`config.mk`:
```
export PLATFORM = sky130hd
export DESIGN_NAME = scg_clock_unit
export DESIGN_NICKNAME = d
export VERILOG_FILES = /design/src/design/scg_pkg.sv /design/src/design/scg_div_if.sv /design/src/design/scg_unit_div.sv /design/src/design/scg_clock_unit.sv
export SDC_FILE = /design/constraint.sdc
export NUM_CORES = 1
export LEC_CHECK = 0
export ABC_AREA = 1
export BUFFER_PORTS_ARGS = -buffer_cell sky130_fd_sc_hd__buf_4
export CAP_MARGIN = 15
export CORE_MARGIN = 4
export CORE_UTILIZATION = 36
export CTS_BUF_LIST = sky130_fd_sc_hd__clkbuf_8
export CTS_CLUSTER_SIZE = 8
export DETAILED_ROUTE_END_ITERATION = 7
export PLACE_DENSITY = 0.67
export SLEW_MARGIN = 20
export SYNTH_ARGS = -nofsm -noshare
export SYNTH_HDL_FRONTEND = slang
export SYNTH_SLANG_ARGS = --single-unit
```
`constraint.sdc`:
```
create_clock -name clk -period 1.2 [get_ports clk]
set_clock_uncertainty 0.05 [all_clocks]
set_input_delay 0.18 -clock clk [delete_from_list [all_inputs] [get_ports clk]]
set_output_delay 0.18 -clock clk [all_outputs]
set_load 0.01 [all_outputs]
```
`src/design/scg_pkg.sv`:
```
// Constants, types and helpers of the system clock generation unit
// Overview of operation
// In host mode the primary reference pin is the clock reference, in agent mode the bus clock input is.
// The bus sync output carries the reference or its half, as the halving strap caught at reset picks.
// Each bus clock output carries the reference or its half, picked by its own bit in the output clock control register.
// The system bus clock ratio is the system PLL factor times one plus the halving strap.
// Both PLL factors come from the low reset configuration word, caught from pins at reset or from a fixed option.
// The memory controller clock is the system bus clock times one plus its mode bit, and the memory bus clock pair is half of it.
// The local unit clock is the system bus clock times one plus its mode bit, then divided for the local outputs.
// The local bus clocks are one half, one quarter or one eighth of the local unit clock, by the divider select field.
// Configurable unit clocks start at a default ratio, can be changed by a register, and can be switched off.
// Ethernet, two-wire, security and both USB unit clocks take off, full, half or third rate and start at third.
// The two bus controllers and the DMA complex run at full rate by default and can only be switched off.
// Software keeps the security and USB ratios low enough for their speed grade limit.
// The system PLL factor code 0000 means 16, codes 0010 to 1111 mean 2 to 15, and 0001 is reserved.
// The configuring party keeps the system bus and core clock rates inside their allowed ranges.
// A unit clock ratio change or switch-off takes effect without runt pulses.
package scg_pkg;
  localparam int ADDR_W = 8;
  localparam int DATA_W = 32;
  localparam int STRB_W = 4;
  localparam int NUM_BUS_OUT = 5;
  localparam int NUM_LCLK = 3;
  localparam int NUM_RATIO_UNITS = 6;
  localparam int NUM_UNITS = 9;

  localparam logic [ADDR_W-1:0] SYSTEM_CLOCK_CONTROL_REG_OFF = 8'h00;
  localparam logic [ADDR_W-1:0] OUTPUT_CLOCK_CONTROL_REG_OFF = 8'h04;
  localparam logic [ADDR_W-1:0] LOCAL_BUS_CLOCK_REG_OFF = 8'h08;
  localparam logic [ADDR_W-1:0] RESET_CONFIG_WORD_LOW_OFF = 8'h0C;
  localparam logic [ADDR_W-1:0] STAT_OFF = 8'h10;

  // Unit ratio fields are two bits each from bit 0; on/off bits follow
  localparam int SYSTEM_CLOCK_CONTROL_REG_ONOFF_LSB = 12;
  localparam logic [DATA_W-1:0] SYSTEM_CLOCK_CONTROL_REG_RST = 32'h0000_7FFF;
  localparam logic [DATA_W-1:0] SYSTEM_CLOCK_CONTROL_REG_MASK = 32'h0000_7FFF;
  localparam int OUTPUT_CLOCK_CONTROL_REG_HALVE_LSB = 0;
  localparam logic [DATA_W-1:0] OUTPUT_CLOCK_CONTROL_REG_RST = 32'h0000_0000;
  localparam logic [DATA_W-1:0] OUTPUT_CLOCK_CONTROL_REG_MASK = 32'h0000_001F;
  localparam int LDIV_LSB = 0;
  localparam int LDIV_W = 2;
  localparam logic [DATA_W-1:0] LOCAL_BUS_CLOCK_REG_RST = 32'h0000_0000;
  localparam logic [DATA_W-1:0] LOCAL_BUS_CLOCK_REG_MASK = 32'h0000_0003;
  localparam logic [1:0] LDIV_2 = 2'h0;
  localparam logic [1:0] LDIV_4 = 2'h1;
  localparam logic [1:0] LDIV_8 = 2'h2;

  localparam int SYSTEM_PLL_FACTOR_LSB = 0;
  localparam int SYSTEM_PLL_FACTOR_W = 4;
  localparam int CORE_LSB = 4;
  localparam int CORE_W = 7;
  localparam int MEMCTL_CLOCK_MODE_BIT = 11;
  localparam int LOCAL_UNIT_CLOCK_MODE_BIT = 12;
  localparam logic [DATA_W-1:0] RCW_HARD_DEF = 32'h0000_0004;
  // Only the factor and mode fields are kept; the rest of the word reads 0
  localparam logic [DATA_W-1:0] CFGW_MASK = 32'h0000_1FFF;

  localparam int STAT_FACT_LSB = 0;
  localparam int STAT_RATIO_LSB = 8;
  localparam int STAT_HOST_BIT = 16;
  localparam int STAT_RSVD_BIT = 17;
  localparam int STAT_HALVE_BIT = 18;

  // The system bus clock runs at half of clk in this model
  localparam logic [1:0] CSB_DIV = 2'h2;

  localparam logic [1:0] RESP_OKAY = 2'h0;
  localparam logic [1:0] RESP_SLVERR = 2'h2;

  typedef enum logic [1:0] {
    UR_OFF = 2'h0,
    UR_FULL = 2'h1,
    UR_HALF = 2'h2,
    UR_THIRD = 2'h3
  } scg_ratio_t;

  function automatic logic [4:0] system_pll_factor_decode(input logic [3:0] code);
    case (code)
      4'h0: system_pll_factor_decode = 5'h10;
      4'h1: system_pll_factor_decode = 5'h00;
      default: system_pll_factor_decode = {1'h0, code};
    endcase
  endfunction : system_pll_factor_decode

  function automatic logic [1:0] ratio_reload(input scg_ratio_t r);
    case (r)
      UR_HALF: ratio_reload = 2'h1;
      UR_THIRD: ratio_reload = 2'h2;
      default: ratio_reload = 2'h0;
    endcase
  endfunction : ratio_reload

  function automatic logic addr_hit(input logic [ADDR_W-1:0] a);
    addr_hit = (a == SYSTEM_CLOCK_CONTROL_REG_OFF) || (a == OUTPUT_CLOCK_CONTROL_REG_OFF) || (a == LOCAL_BUS_CLOCK_REG_OFF) ||
               (a == RESET_CONFIG_WORD_LOW_OFF) || (a == STAT_OFF);
  endfunction : addr_hit

  function automatic logic [DATA_W-1:0] apply_strb(input logic [DATA_W-1:0] old,
      input logic [DATA_W-1:0] nw, input logic [STRB_W-1:0] strb,
      input logic [DATA_W-1:0] mask);
    logic [DATA_W-1:0] m;
    m = {{8{strb[3]}}, {8{strb[2]}}, {8{strb[1]}}, {8{strb[0]}}} & mask;
    apply_strb = (old & ~m) | (nw & m);
  endfunction : apply_strb
endpackage : scg_pkg

```
`src/design/scg_div_if.sv`:
```
// Carrier between the clock unit and one unit clock divider
`timescale 1ns/100ps
interface scg_div_if;
  import scg_pkg::*;
  logic tick;
  scg_ratio_t ratio;
  logic en;
  modport div (input tick, input ratio, output en);
  modport ctl (output tick, output ratio, input en);
endinterface : scg_div_if

```
`src/design/scg_unit_div.sv`:
```
// Unit clock divider producing one enable pulse per divided period
`timescale 1ns/100ps
module scg_unit_div (
  input wire logic clk,
  input wire logic rst_b,
  scg_div_if.div dv
);
  import scg_pkg::*;

  logic [1:0] cnt_q;
  logic en_q;

  // A new ratio is taken only when the running period has ended, so a change
  // never shortens the spacing of two pulses into a runt
  always_ff @(posedge clk or negedge rst_b) begin
    if (!rst_b) begin
      cnt_q <= 2'h0;
      en_q <= 1'h0;
    end else if (dv.tick && cnt_q == 2'h0) begin
      cnt_q <= ratio_reload(dv.ratio);
      en_q <= (dv.ratio != UR_OFF);
    end else begin
      if (dv.tick) cnt_q <= cnt_q - 2'h1;
      en_q <= 1'h0;
    end
  end

  assign dv.en = en_q;
endmodule : scg_unit_div

```
`src/design/scg_clock_unit.sv`:
```
// System clock generation unit: reference select, dividers and unit clock ratios
`timescale 1ns/100ps
module scg_clock_unit #(
  parameter logic [scg_pkg::DATA_W-1:0] RCW_HARD = scg_pkg::RCW_HARD_DEF
) (
  input wire logic clk,
  input wire logic rst_b,
  input wire logic host_mode_strap,
  input wire logic primary_ref_input,
  input wire logic bus_clock_input,
  input wire logic input_halving_strap,
  input wire logic rcw_hard_sel,
  input wire logic [scg_pkg::DATA_W-1:0] reset_config_word_low,
  input wire logic s_axi_awvalid,
  output logic s_axi_awready,
  input wire logic [scg_pkg::ADDR_W-1:0] s_axi_awaddr,
  input wire logic s_axi_wvalid,
  output logic s_axi_wready,
  input wire logic [scg_pkg::DATA_W-1:0] s_axi_wdata,
  input wire logic [scg_pkg::STRB_W-1:0] s_axi_wstrb,
  output logic s_axi_bvalid,
  input wire logic s_axi_bready,
  output logic [1:0] s_axi_bresp,
  input wire logic s_axi_arvalid,
  output logic s_axi_arready,
  input wire logic [scg_pkg::ADDR_W-1:0] s_axi_araddr,
  output logic s_axi_rvalid,
  input wire logic s_axi_rready,
  output logic [scg_pkg::DATA_W-1:0] s_axi_rdata,
  output logic [1:0] s_axi_rresp,
  output logic bus_sync_output,
  output logic [scg_pkg::NUM_BUS_OUT-1:0] bus_clock_output_n,
  output logic memory_bus_clock_out,
  output logic memory_bus_clock_out_b,
  output logic local_sync_output,
  output logic [scg_pkg::NUM_LCLK-1:0] local_bus_clock_outputs,
  output logic [scg_pkg::NUM_UNITS-1:0] unit_clk_en
);
  import scg_pkg::*;

  logic cap_done_q;
  logic host_q;
  logic halve_q;
  logic [DATA_W-1:0] reset_config_word_low_q;
  logic [DATA_W-1:0] rcw_src;
  logic [DATA_W-1:0] system_clock_control_reg_q;
  logic [DATA_W-1:0] output_clock_control_reg_q;
  logic [DATA_W-1:0] local_bus_clock_reg_q;
  logic [4:0] sys_fact;
  logic [4:0] sys_fact_q;
  logic [5:0] csb_ratio_q;
  logic rsvd_q;

  // Straps and the configuration word are caught on the first edge after
  // reset release, never by the asynchronous reset itself
  assign rcw_src = rcw_hard_sel ? RCW_HARD : reset_config_word_low;

  always_ff @(posedge clk or negedge rst_b) begin
    if (!rst_b) begin
      cap_done_q <= 1'h0;
      host_q <= 1'h0;
      halve_q <= 1'h0;
      reset_config_word_low_q <= 32'h0000_0000;
    end else if (!cap_done_q) begin
      cap_done_q <= 1'h1;
      host_q <= host_mode_strap;
      halve_q <= input_halving_strap;
      reset_config_word_low_q <= rcw_src & CFGW_MASK;
    end
  end

  assign sys_fact = system_pll_factor_decode(reset_config_word_low_q[SYSTEM_PLL_FACTOR_LSB +: SYSTEM_PLL_FACTOR_W]);

  always_ff @(posedge clk or negedge rst_b) begin
    if (!rst_b) begin
      sys_fact_q <= 5'h00;
      csb_ratio_q <= 6'h00;
      rsvd_q <= 1'h0;
    end else begin
      sys_fact_q <= sys_fact;
      csb_ratio_q <= halve_q ? {sys_fact, 1'h0} : {1'h0, sys_fact};
      rsvd_q <= (sys_fact == 5'h00);
    end
  end

  // Reference selection and halving
  logic ref_sel;
  logic ref_s_q;
  logic ref_d_q;
  logic ref_half_q;
  logic sync_q;
  logic [NUM_BUS_OUT-1:0] bout_q;

  assign ref_sel = host_q ? primary_ref_input : bus_clock_input;

  always_ff @(posedge clk or negedge rst_b) begin
    if (!rst_b) begin
      ref_s_q <= 1'h0;
      ref_d_q <= 1'h0;
      ref_half_q <= 1'h0;
    end else begin
      ref_s_q <= ref_sel;
      ref_d_q <= ref_s_q;
      if (ref_s_q && !ref_d_q) ref_half_q <= !ref_half_q;
    end
  end

  always_ff @(posedge clk or negedge rst_b) begin
    if (!rst_b) begin
      sync_q <= 1'h0;
      bout_q <= '0;
    end else begin
      sync_q <= halve_q ? ref_half_q : ref_s_q;
      for (int i = 0; i < NUM_BUS_OUT; i++) begin
        bout_q[i] <= output_clock_control_reg_q[OUTPUT_CLOCK_CONTROL_REG_HALVE_LSB + i] ? ref_half_q : ref_s_q;
      end
    end
  end

  // System bus clock enable, with memory and local unit rates at 1x or 2x
  logic [1:0] csb_cnt_q;
  logic csb_tick_q;
  logic mem_mode;
  logic lbiu_mode;
  logic ddr_tick;
  logic lbiu_tick;
  logic mck_q;
  logic mckb_q;

  always_ff @(posedge clk or negedge rst_b) begin
    if (!rst_b) begin
      csb_cnt_q <= 2'h0;
      csb_tick_q <= 1'h0;
    end else if (csb_cnt_q == CSB_DIV - 2'h1) begin
      csb_cnt_q <= 2'h0;
      csb_tick_q <= 1'h1;
    end else begin
      csb_cnt_q <= csb_cnt_q + 2'h1;
      csb_tick_q <= 1'h0;
    end
  end

  assign mem_mode = reset_config_word_low_q[MEMCTL_CLOCK_MODE_BIT];
  assign lbiu_mode = reset_config_word_low_q[LOCAL_UNIT_CLOCK_MODE_BIT];
  assign ddr_tick = cap_done_q && (mem_mode || csb_tick_q);
  assign lbiu_tick = cap_done_q && (lbiu_mode || csb_tick_q);

  // The pair toggles once per memory controller tick, giving half its rate
  always_ff @(posedge clk or negedge rst_b) begin
    if (!rst_b) begin
      mck_q <= 1'h0;
      mckb_q <= 1'h1;
    end else if (ddr_tick) begin
      mck_q <= !mck_q;
      mckb_q <= mck_q;
    end
  end

  // Local bus divider
  logic [2:0] lcnt_q;
  logic lbit;
  logic lsync_q;
  logic [NUM_LCLK-1:0] lclk_q;

  always_ff @(posedge clk or negedge rst_b) begin
    if (!rst_b) begin
      lcnt_q <= 3'h0;
    end else if (lbiu_tick) begin
      lcnt_q <= lcnt_q + 3'h1;
    end
  end

  always_comb begin
    case (local_bus_clock_reg_q[LDIV_LSB +: LDIV_W])
      LDIV_2: lbit = lcnt_q[0];
      LDIV_4: lbit = lcnt_q[1];
      default: lbit = lcnt_q[2];
    endcase
  end

  always_ff @(posedge clk or negedge rst_b) begin
    if (!rst_b) begin
      lsync_q <= 1'h0;
      lclk_q <= '0;
    end else begin
      lsync_q <= lbit;
      lclk_q <= {NUM_LCLK{lbit}};
    end
  end

  // Unit clock dividers
  for (genvar g = 0; g < NUM_UNITS; g++) begin : g_unit
    scg_div_if u_if ();
    assign u_if.tick = csb_tick_q;
    if (g < NUM_RATIO_UNITS) begin : g_ratio
      assign u_if.ratio = scg_ratio_t'(system_clock_control_reg_q[2*g +: 2]);
    end else begin : g_onoff
      assign u_if.ratio = system_clock_control_reg_q[SYSTEM_CLOCK_CONTROL_REG_ONOFF_LSB + g - NUM_RATIO_UNITS] ? UR_FULL : UR_OFF;
    end
    scg_unit_div u_div (
      .clk(clk),
      .rst_b(rst_b),
      .dv(u_if.div)
    );
    assign unit_clk_en[g] = u_if.en;
  end

  // Register bus: one write and one read outstanding at most
  logic awready_q;
  logic wready_q;
  logic bvalid_q;
  logic arready_q;
  logic rvalid_q;
  logic aw_full_q;
  logic w_full_q;
  logic [ADDR_W-1:0] waddr_q;
  logic [DATA_W-1:0] wdata_q;
  logic [STRB_W-1:0] wstrb_q;
  logic [1:0] bresp_q;
  logic [1:0] rresp_q;
  logic [DATA_W-1:0] rdata_q;
  logic [DATA_W-1:0] rd_word;
  logic [DATA_W-1:0] stat_word;
  logic do_wr;

  assign do_wr = aw_full_q && w_full_q && !bvalid_q;

  always_ff @(posedge clk or negedge rst_b) begin
    if (!rst_b) begin
      awready_q <= 1'h0;
      wready_q <= 1'h0;
      aw_full_q <= 1'h0;
      w_full_q <= 1'h0;
      bvalid_q <= 1'h0;
      bresp_q <= RESP_OKAY;
      waddr_q <= 8'h00;
      wdata_q <= 32'h0000_0000;
      wstrb_q <= 4'h0;
    end else begin
      if (s_axi_awvalid && awready_q) begin
        waddr_q <= s_axi_awaddr;
        aw_full_q <= 1'h1;
        awready_q <= 1'h0;
      end else begin
        awready_q <= !aw_full_q && !bvalid_q && !do_wr;
      end
      if (s_axi_wvalid && wready_q) begin
        wdata_q <= s_axi_wdata;
        wstrb_q <= s_axi_wstrb;
        w_full_q <= 1'h1;
        wready_q <= 1'h0;
      end else begin
        wready_q <= !w_full_q && !bvalid_q && !do_wr;
      end
      if (do_wr) begin
        aw_full_q <= 1'h0;
        w_full_q <= 1'h0;
        bvalid_q <= 1'h1;
        bresp_q <= addr_hit(waddr_q) ? RESP_OKAY : RESP_SLVERR;
      end else if (bvalid_q && s_axi_bready) begin
        bvalid_q <= 1'h0;
      end
    end
  end

  // Read-only words ignore writes but still answer OKAY
  always_ff @(posedge clk or negedge rst_b) begin
    if (!rst_b) begin
      system_clock_control_reg_q <= SYSTEM_CLOCK_CONTROL_REG_RST;
      output_clock_control_reg_q <= OUTPUT_CLOCK_CONTROL_REG_RST;
      local_bus_clock_reg_q <= LOCAL_BUS_CLOCK_REG_RST;
    end else if (do_wr) begin
      case (waddr_q)
        SYSTEM_CLOCK_CONTROL_REG_OFF: system_clock_control_reg_q <= apply_strb(system_clock_control_reg_q, wdata_q, wstrb_q, SYSTEM_CLOCK_CONTROL_REG_MASK);
        OUTPUT_CLOCK_CONTROL_REG_OFF: output_clock_control_reg_q <= apply_strb(output_clock_control_reg_q, wdata_q, wstrb_q, OUTPUT_CLOCK_CONTROL_REG_MASK);
        LOCAL_BUS_CLOCK_REG_OFF: local_bus_clock_reg_q <= apply_strb(local_bus_clock_reg_q, wdata_q, wstrb_q, LOCAL_BUS_CLOCK_REG_MASK);
        default: ;
      endcase
    end
  end

  always_comb begin
    stat_word = 32'h0000_0000;
    stat_word[STAT_FACT_LSB +: 5] = sys_fact_q;
    stat_word[STAT_RATIO_LSB +: 6] = csb_ratio_q;
    stat_word[STAT_HOST_BIT] = host_q;
    stat_word[STAT_RSVD_BIT] = rsvd_q;
    stat_word[STAT_HALVE_BIT] = halve_q;
    case (s_axi_araddr)
      SYSTEM_CLOCK_CONTROL_REG_OFF: rd_word = system_clock_control_reg_q;
      OUTPUT_CLOCK_CONTROL_REG_OFF: rd_word = output_clock_control_reg_q;
      LOCAL_BUS_CLOCK_REG_OFF: rd_word = local_bus_clock_reg_q;
      RESET_CONFIG_WORD_LOW_OFF: rd_word = reset_config_word_low_q;
      STAT_OFF: rd_word = stat_word;
      default: rd_word = 32'h0000_0000;
    endcase
  end

  always_ff @(posedge clk or negedge rst_b) begin
    if (!rst_b) begin
      arready_q <= 1'h0;
      rvalid_q <= 1'h0;
      rdata_q <= 32'h0000_0000;
      rresp_q <= RESP_OKAY;
    end else if (s_axi_arvalid && arready_q) begin
      arready_q <= 1'h0;
      rvalid_q <= 1'h1;
      rdata_q <= rd_word;
      rresp_q <= addr_hit(s_axi_araddr) ? RESP_OKAY : RESP_SLVERR;
    end else if (rvalid_q && s_axi_rready) begin
      rvalid_q <= 1'h0;
      arready_q <= 1'h1;
    end else if (!rvalid_q) begin
      arready_q <= 1'h1;
    end
  end

  assign s_axi_awready = awready_q;
  assign s_axi_wready = wready_q;
  assign s_axi_bvalid = bvalid_q;
  assign s_axi_bresp = bresp_q;
  assign s_axi_arready = arready_q;
  assign s_axi_rvalid = rvalid_q;
  assign s_axi_rdata = rdata_q;
  assign s_axi_rresp = rresp_q;
  assign bus_sync_output = sync_q;
  assign bus_clock_output_n = bout_q;
  assign memory_bus_clock_out = mck_q;
  assign memory_bus_clock_out_b = mckb_q;
  assign local_sync_output = lsync_q;
  assign local_bus_clock_outputs = lclk_q;
endmodule : scg_clock_unit

```
==> flow_summary.toml <==
[run_status]
status = "finished with violations"
violations = "setup timing"

[worst_setup_path]
critPathMaxFanout = 7
crit_path_end_kind = "register"
required_ps = 1530
cp.arrival_ps = 1690
worstSetupStartpointType = "register"
path_class = "reg -> reg"

[synthesis]
synthCells = 690
yosysTopAreaCell = "dfrtp_1"
yosysSeqAreaShare_pct = 57.69
synth_edf_count = 0
synth_most_common_cell = "nand2_1"
synthTopCellsByCount = "nand2_1, dfrtp_1, inv_1, o21ai_0, nand3_1"
syn_area_sq_um = 6411
ys_types = 39
synthFlopType = "dfrtp_1"
ys_warn_count = 0
syn_area_per_cell_sq_um = 9.292
ys_ff_latch = 147
async_reset_ff_share_pct = 100.0
ys_top_cells_by_area = "dfrtp_1, nand2_1, dfstp_2"
synth_top_cell_area_share_pct = 51.13

[power_and_ir_drop]
powerDensity_nw_per_um2 = 1775
comb_power_share_pct = 30.7
p_sw_share_pct = 32.97
p_switching_mw = 5.334
p_clk_share_pct = 24.4
p_int_mw = 10.85
p_seq_share_pct = 44.9
max-vdd-ir-drop_v = 0.001163
totalPowerFinal_mw = 16.18
leakagePower_nw = 4.546

[placed_design]
placed_area_sq_um = 7626
place_congestion = 0.8521
port_buffers = 103
dp_hpwl_mm = 10.79
dpl_worst_slack_ps = -166.4
place_inst = 1029

[timing]
maxClockFrequency_mhz = 735.9
rsz0062_at_grt = "true"
finalSetupViolations = 52
timing.setup.tns_ps = -3700
setup_ws_ps = -158.9
period_share_pct = 113.2
final-hold-violation-count = 0
slew_viol_final = 0
fin_hold_ws_ps = 73.93
final.min_clock_period_ps = 1359

[route]
wl_per_cell_microns = 13.98
num_vias = 5148
viasPerCell = 4.536
drtPass1Iterations = 4
drt_iter0_drc = 293
ant_nets = 0
routed_wl_mm = 15.87
drc_errors = 0

[cts]
htree_levels = 4
insertion_delay_ps = 450
cts_buffer_depth = 2
cts_tree = "done"
cts_buffers = 17
clock-sinks = 147
cts-root-buf = "clkbuf_8"
path_clk_slew_ps = 80

[grt]
grt_pass1_vias = 5206
antenna_found_initial = 0
grt.total_usage_pct = 16.09
grt_pass1_wl_mm = 25.69
grt_max_degree = 38
overflow = 0

[finish]
n_antenna_cell = 0
area_growth_pct = 42.19
fin_cells = 1135
drive_gt1_share_pct = 33.41
nFillCells = 1526
final_util_pct = 52.52
final_nets = 1000
finalInstanceArea_sq_um = 9116

[die]
coreArea_sq_um = 17360
die_w_microns = 141.5
initial_utilization_pct = 36.94
ios = 158
die_area_sq_um = 20010
die_y_microns = 141.5
num_rows = 48

[min_path]
hold_class = "in -> reg"

[job]
cap_viol_max_count = 0
==> layout make-up <==
| class | count | area, sq um | share of cell area [%] |
|---|---|---|---|
| timing repair buffer | 223 | 2066 | 22.66 |
| inverter | 83 | 315.3 | 3.459 |
| clock inverter | 15 | 166.4 | 1.825 |
| sequential | 147 | 3700 | 40.58 |
| tap | 225 | 281.5 | 3.088 |
| multi-input combinational | 425 | 2354 | 25.82 |
| clock buffer | 17 | 234.0 | 2.567 |
==> path summary, 6_finish.rpt <==
kind / from / end / slack (ps) / depth (start not counted)
worst min register to register: csb_cnt_q[0] / csb_cnt_q[1] / 370 / 1
max in group asynchronous: rst_b / waddr_q[7] / 390 / 3
worst max-delay path: waddr_q[6] / register / -160 / 5
worst min-delay path: s_axi_wvalid / w_full_q / 70 / 5
worst max register to register: waddr_q[6] / register / -160 / 5
min in group asynchronous: rst_b / local_bus_clock_outputs[0] / 140 / 2
==> layer usage <==
| metal | global-route usage (%) | vias to the layer above | wire length (microns) |
|---|---|---|---|
| met3 | 4.078 | 11 | 836 |
| li1 | - | 2581 | - |
| met5 | 0 | - | 0 |
| met2 | 25.66 | 128 | 7787 |
| met1 | 22.01 | 2428 | 7094 |
| met4 | 4.394 | 0 | 148 |
==> repair_timing <==
| action | in CTS | in global routing |
|---|---|---|
| endpoints found under the hold margin | 178 | 0 |
| setup endpoints to repair | 69 | 102 |
| resized for setup | 57 | 64 |
| pin swaps | 3 | 16 |
| gates cloned | 1 | 1 |
| hold buffers | 46 | 0 |
| setup buffers | 15 | 11 |
==> cell families (layout without fill, tap and decap cells) <==
kind of cell | count (synthesis) | in the layout | synth area share [%]
xor+xnor | 4 | 4 | 0.5465
compound gates | 132 | 132 | 12.06
simple gates | 263 | 264 | 18.07
buf+inv | 134 | 338 | 9.973
flops | 147 | 147 | 57.69
mux | 1 | 1 | 0.1756
fa+ha+maj | 7 | 7 | 1.366
other cells | 2 | 17 | 0.1171
==> worst max-delay path, stage by stage (launching register included) <==
cell      delay (ps)
dfrtp_1          420
nor2_4           170
nand3_4          110
nor2_8           230
nand3b_4         170
o21ai_2          150
==> cell usage in the layout, fill, tap and decap left out, types with 22 or more instances in the layout <==
cell type      synthesis  layout
dlygate4sd3_1          0      46
buf_4                 29     121
nand2_1              179     160
nand3_1               36      36
buf_6                  3      49
nor2_1                25      22
inv_1                 80      70
dfrtp_1              131     130
o21ai_0               74      55
==> power by group through the flow <==
stage	Combinational (mW)	Sequential [mW]	Clock, mW
after floorplan	2.48	7.08	0
final	4.97	7.26	3.95
after CTS	4.47	7.21	4.04
after detailed placement	3.96	7.22	0
after global routing	5.58	7.42	4.27
after global placement	3.83	7.18	0
Power figures use the tool's default switching activity.
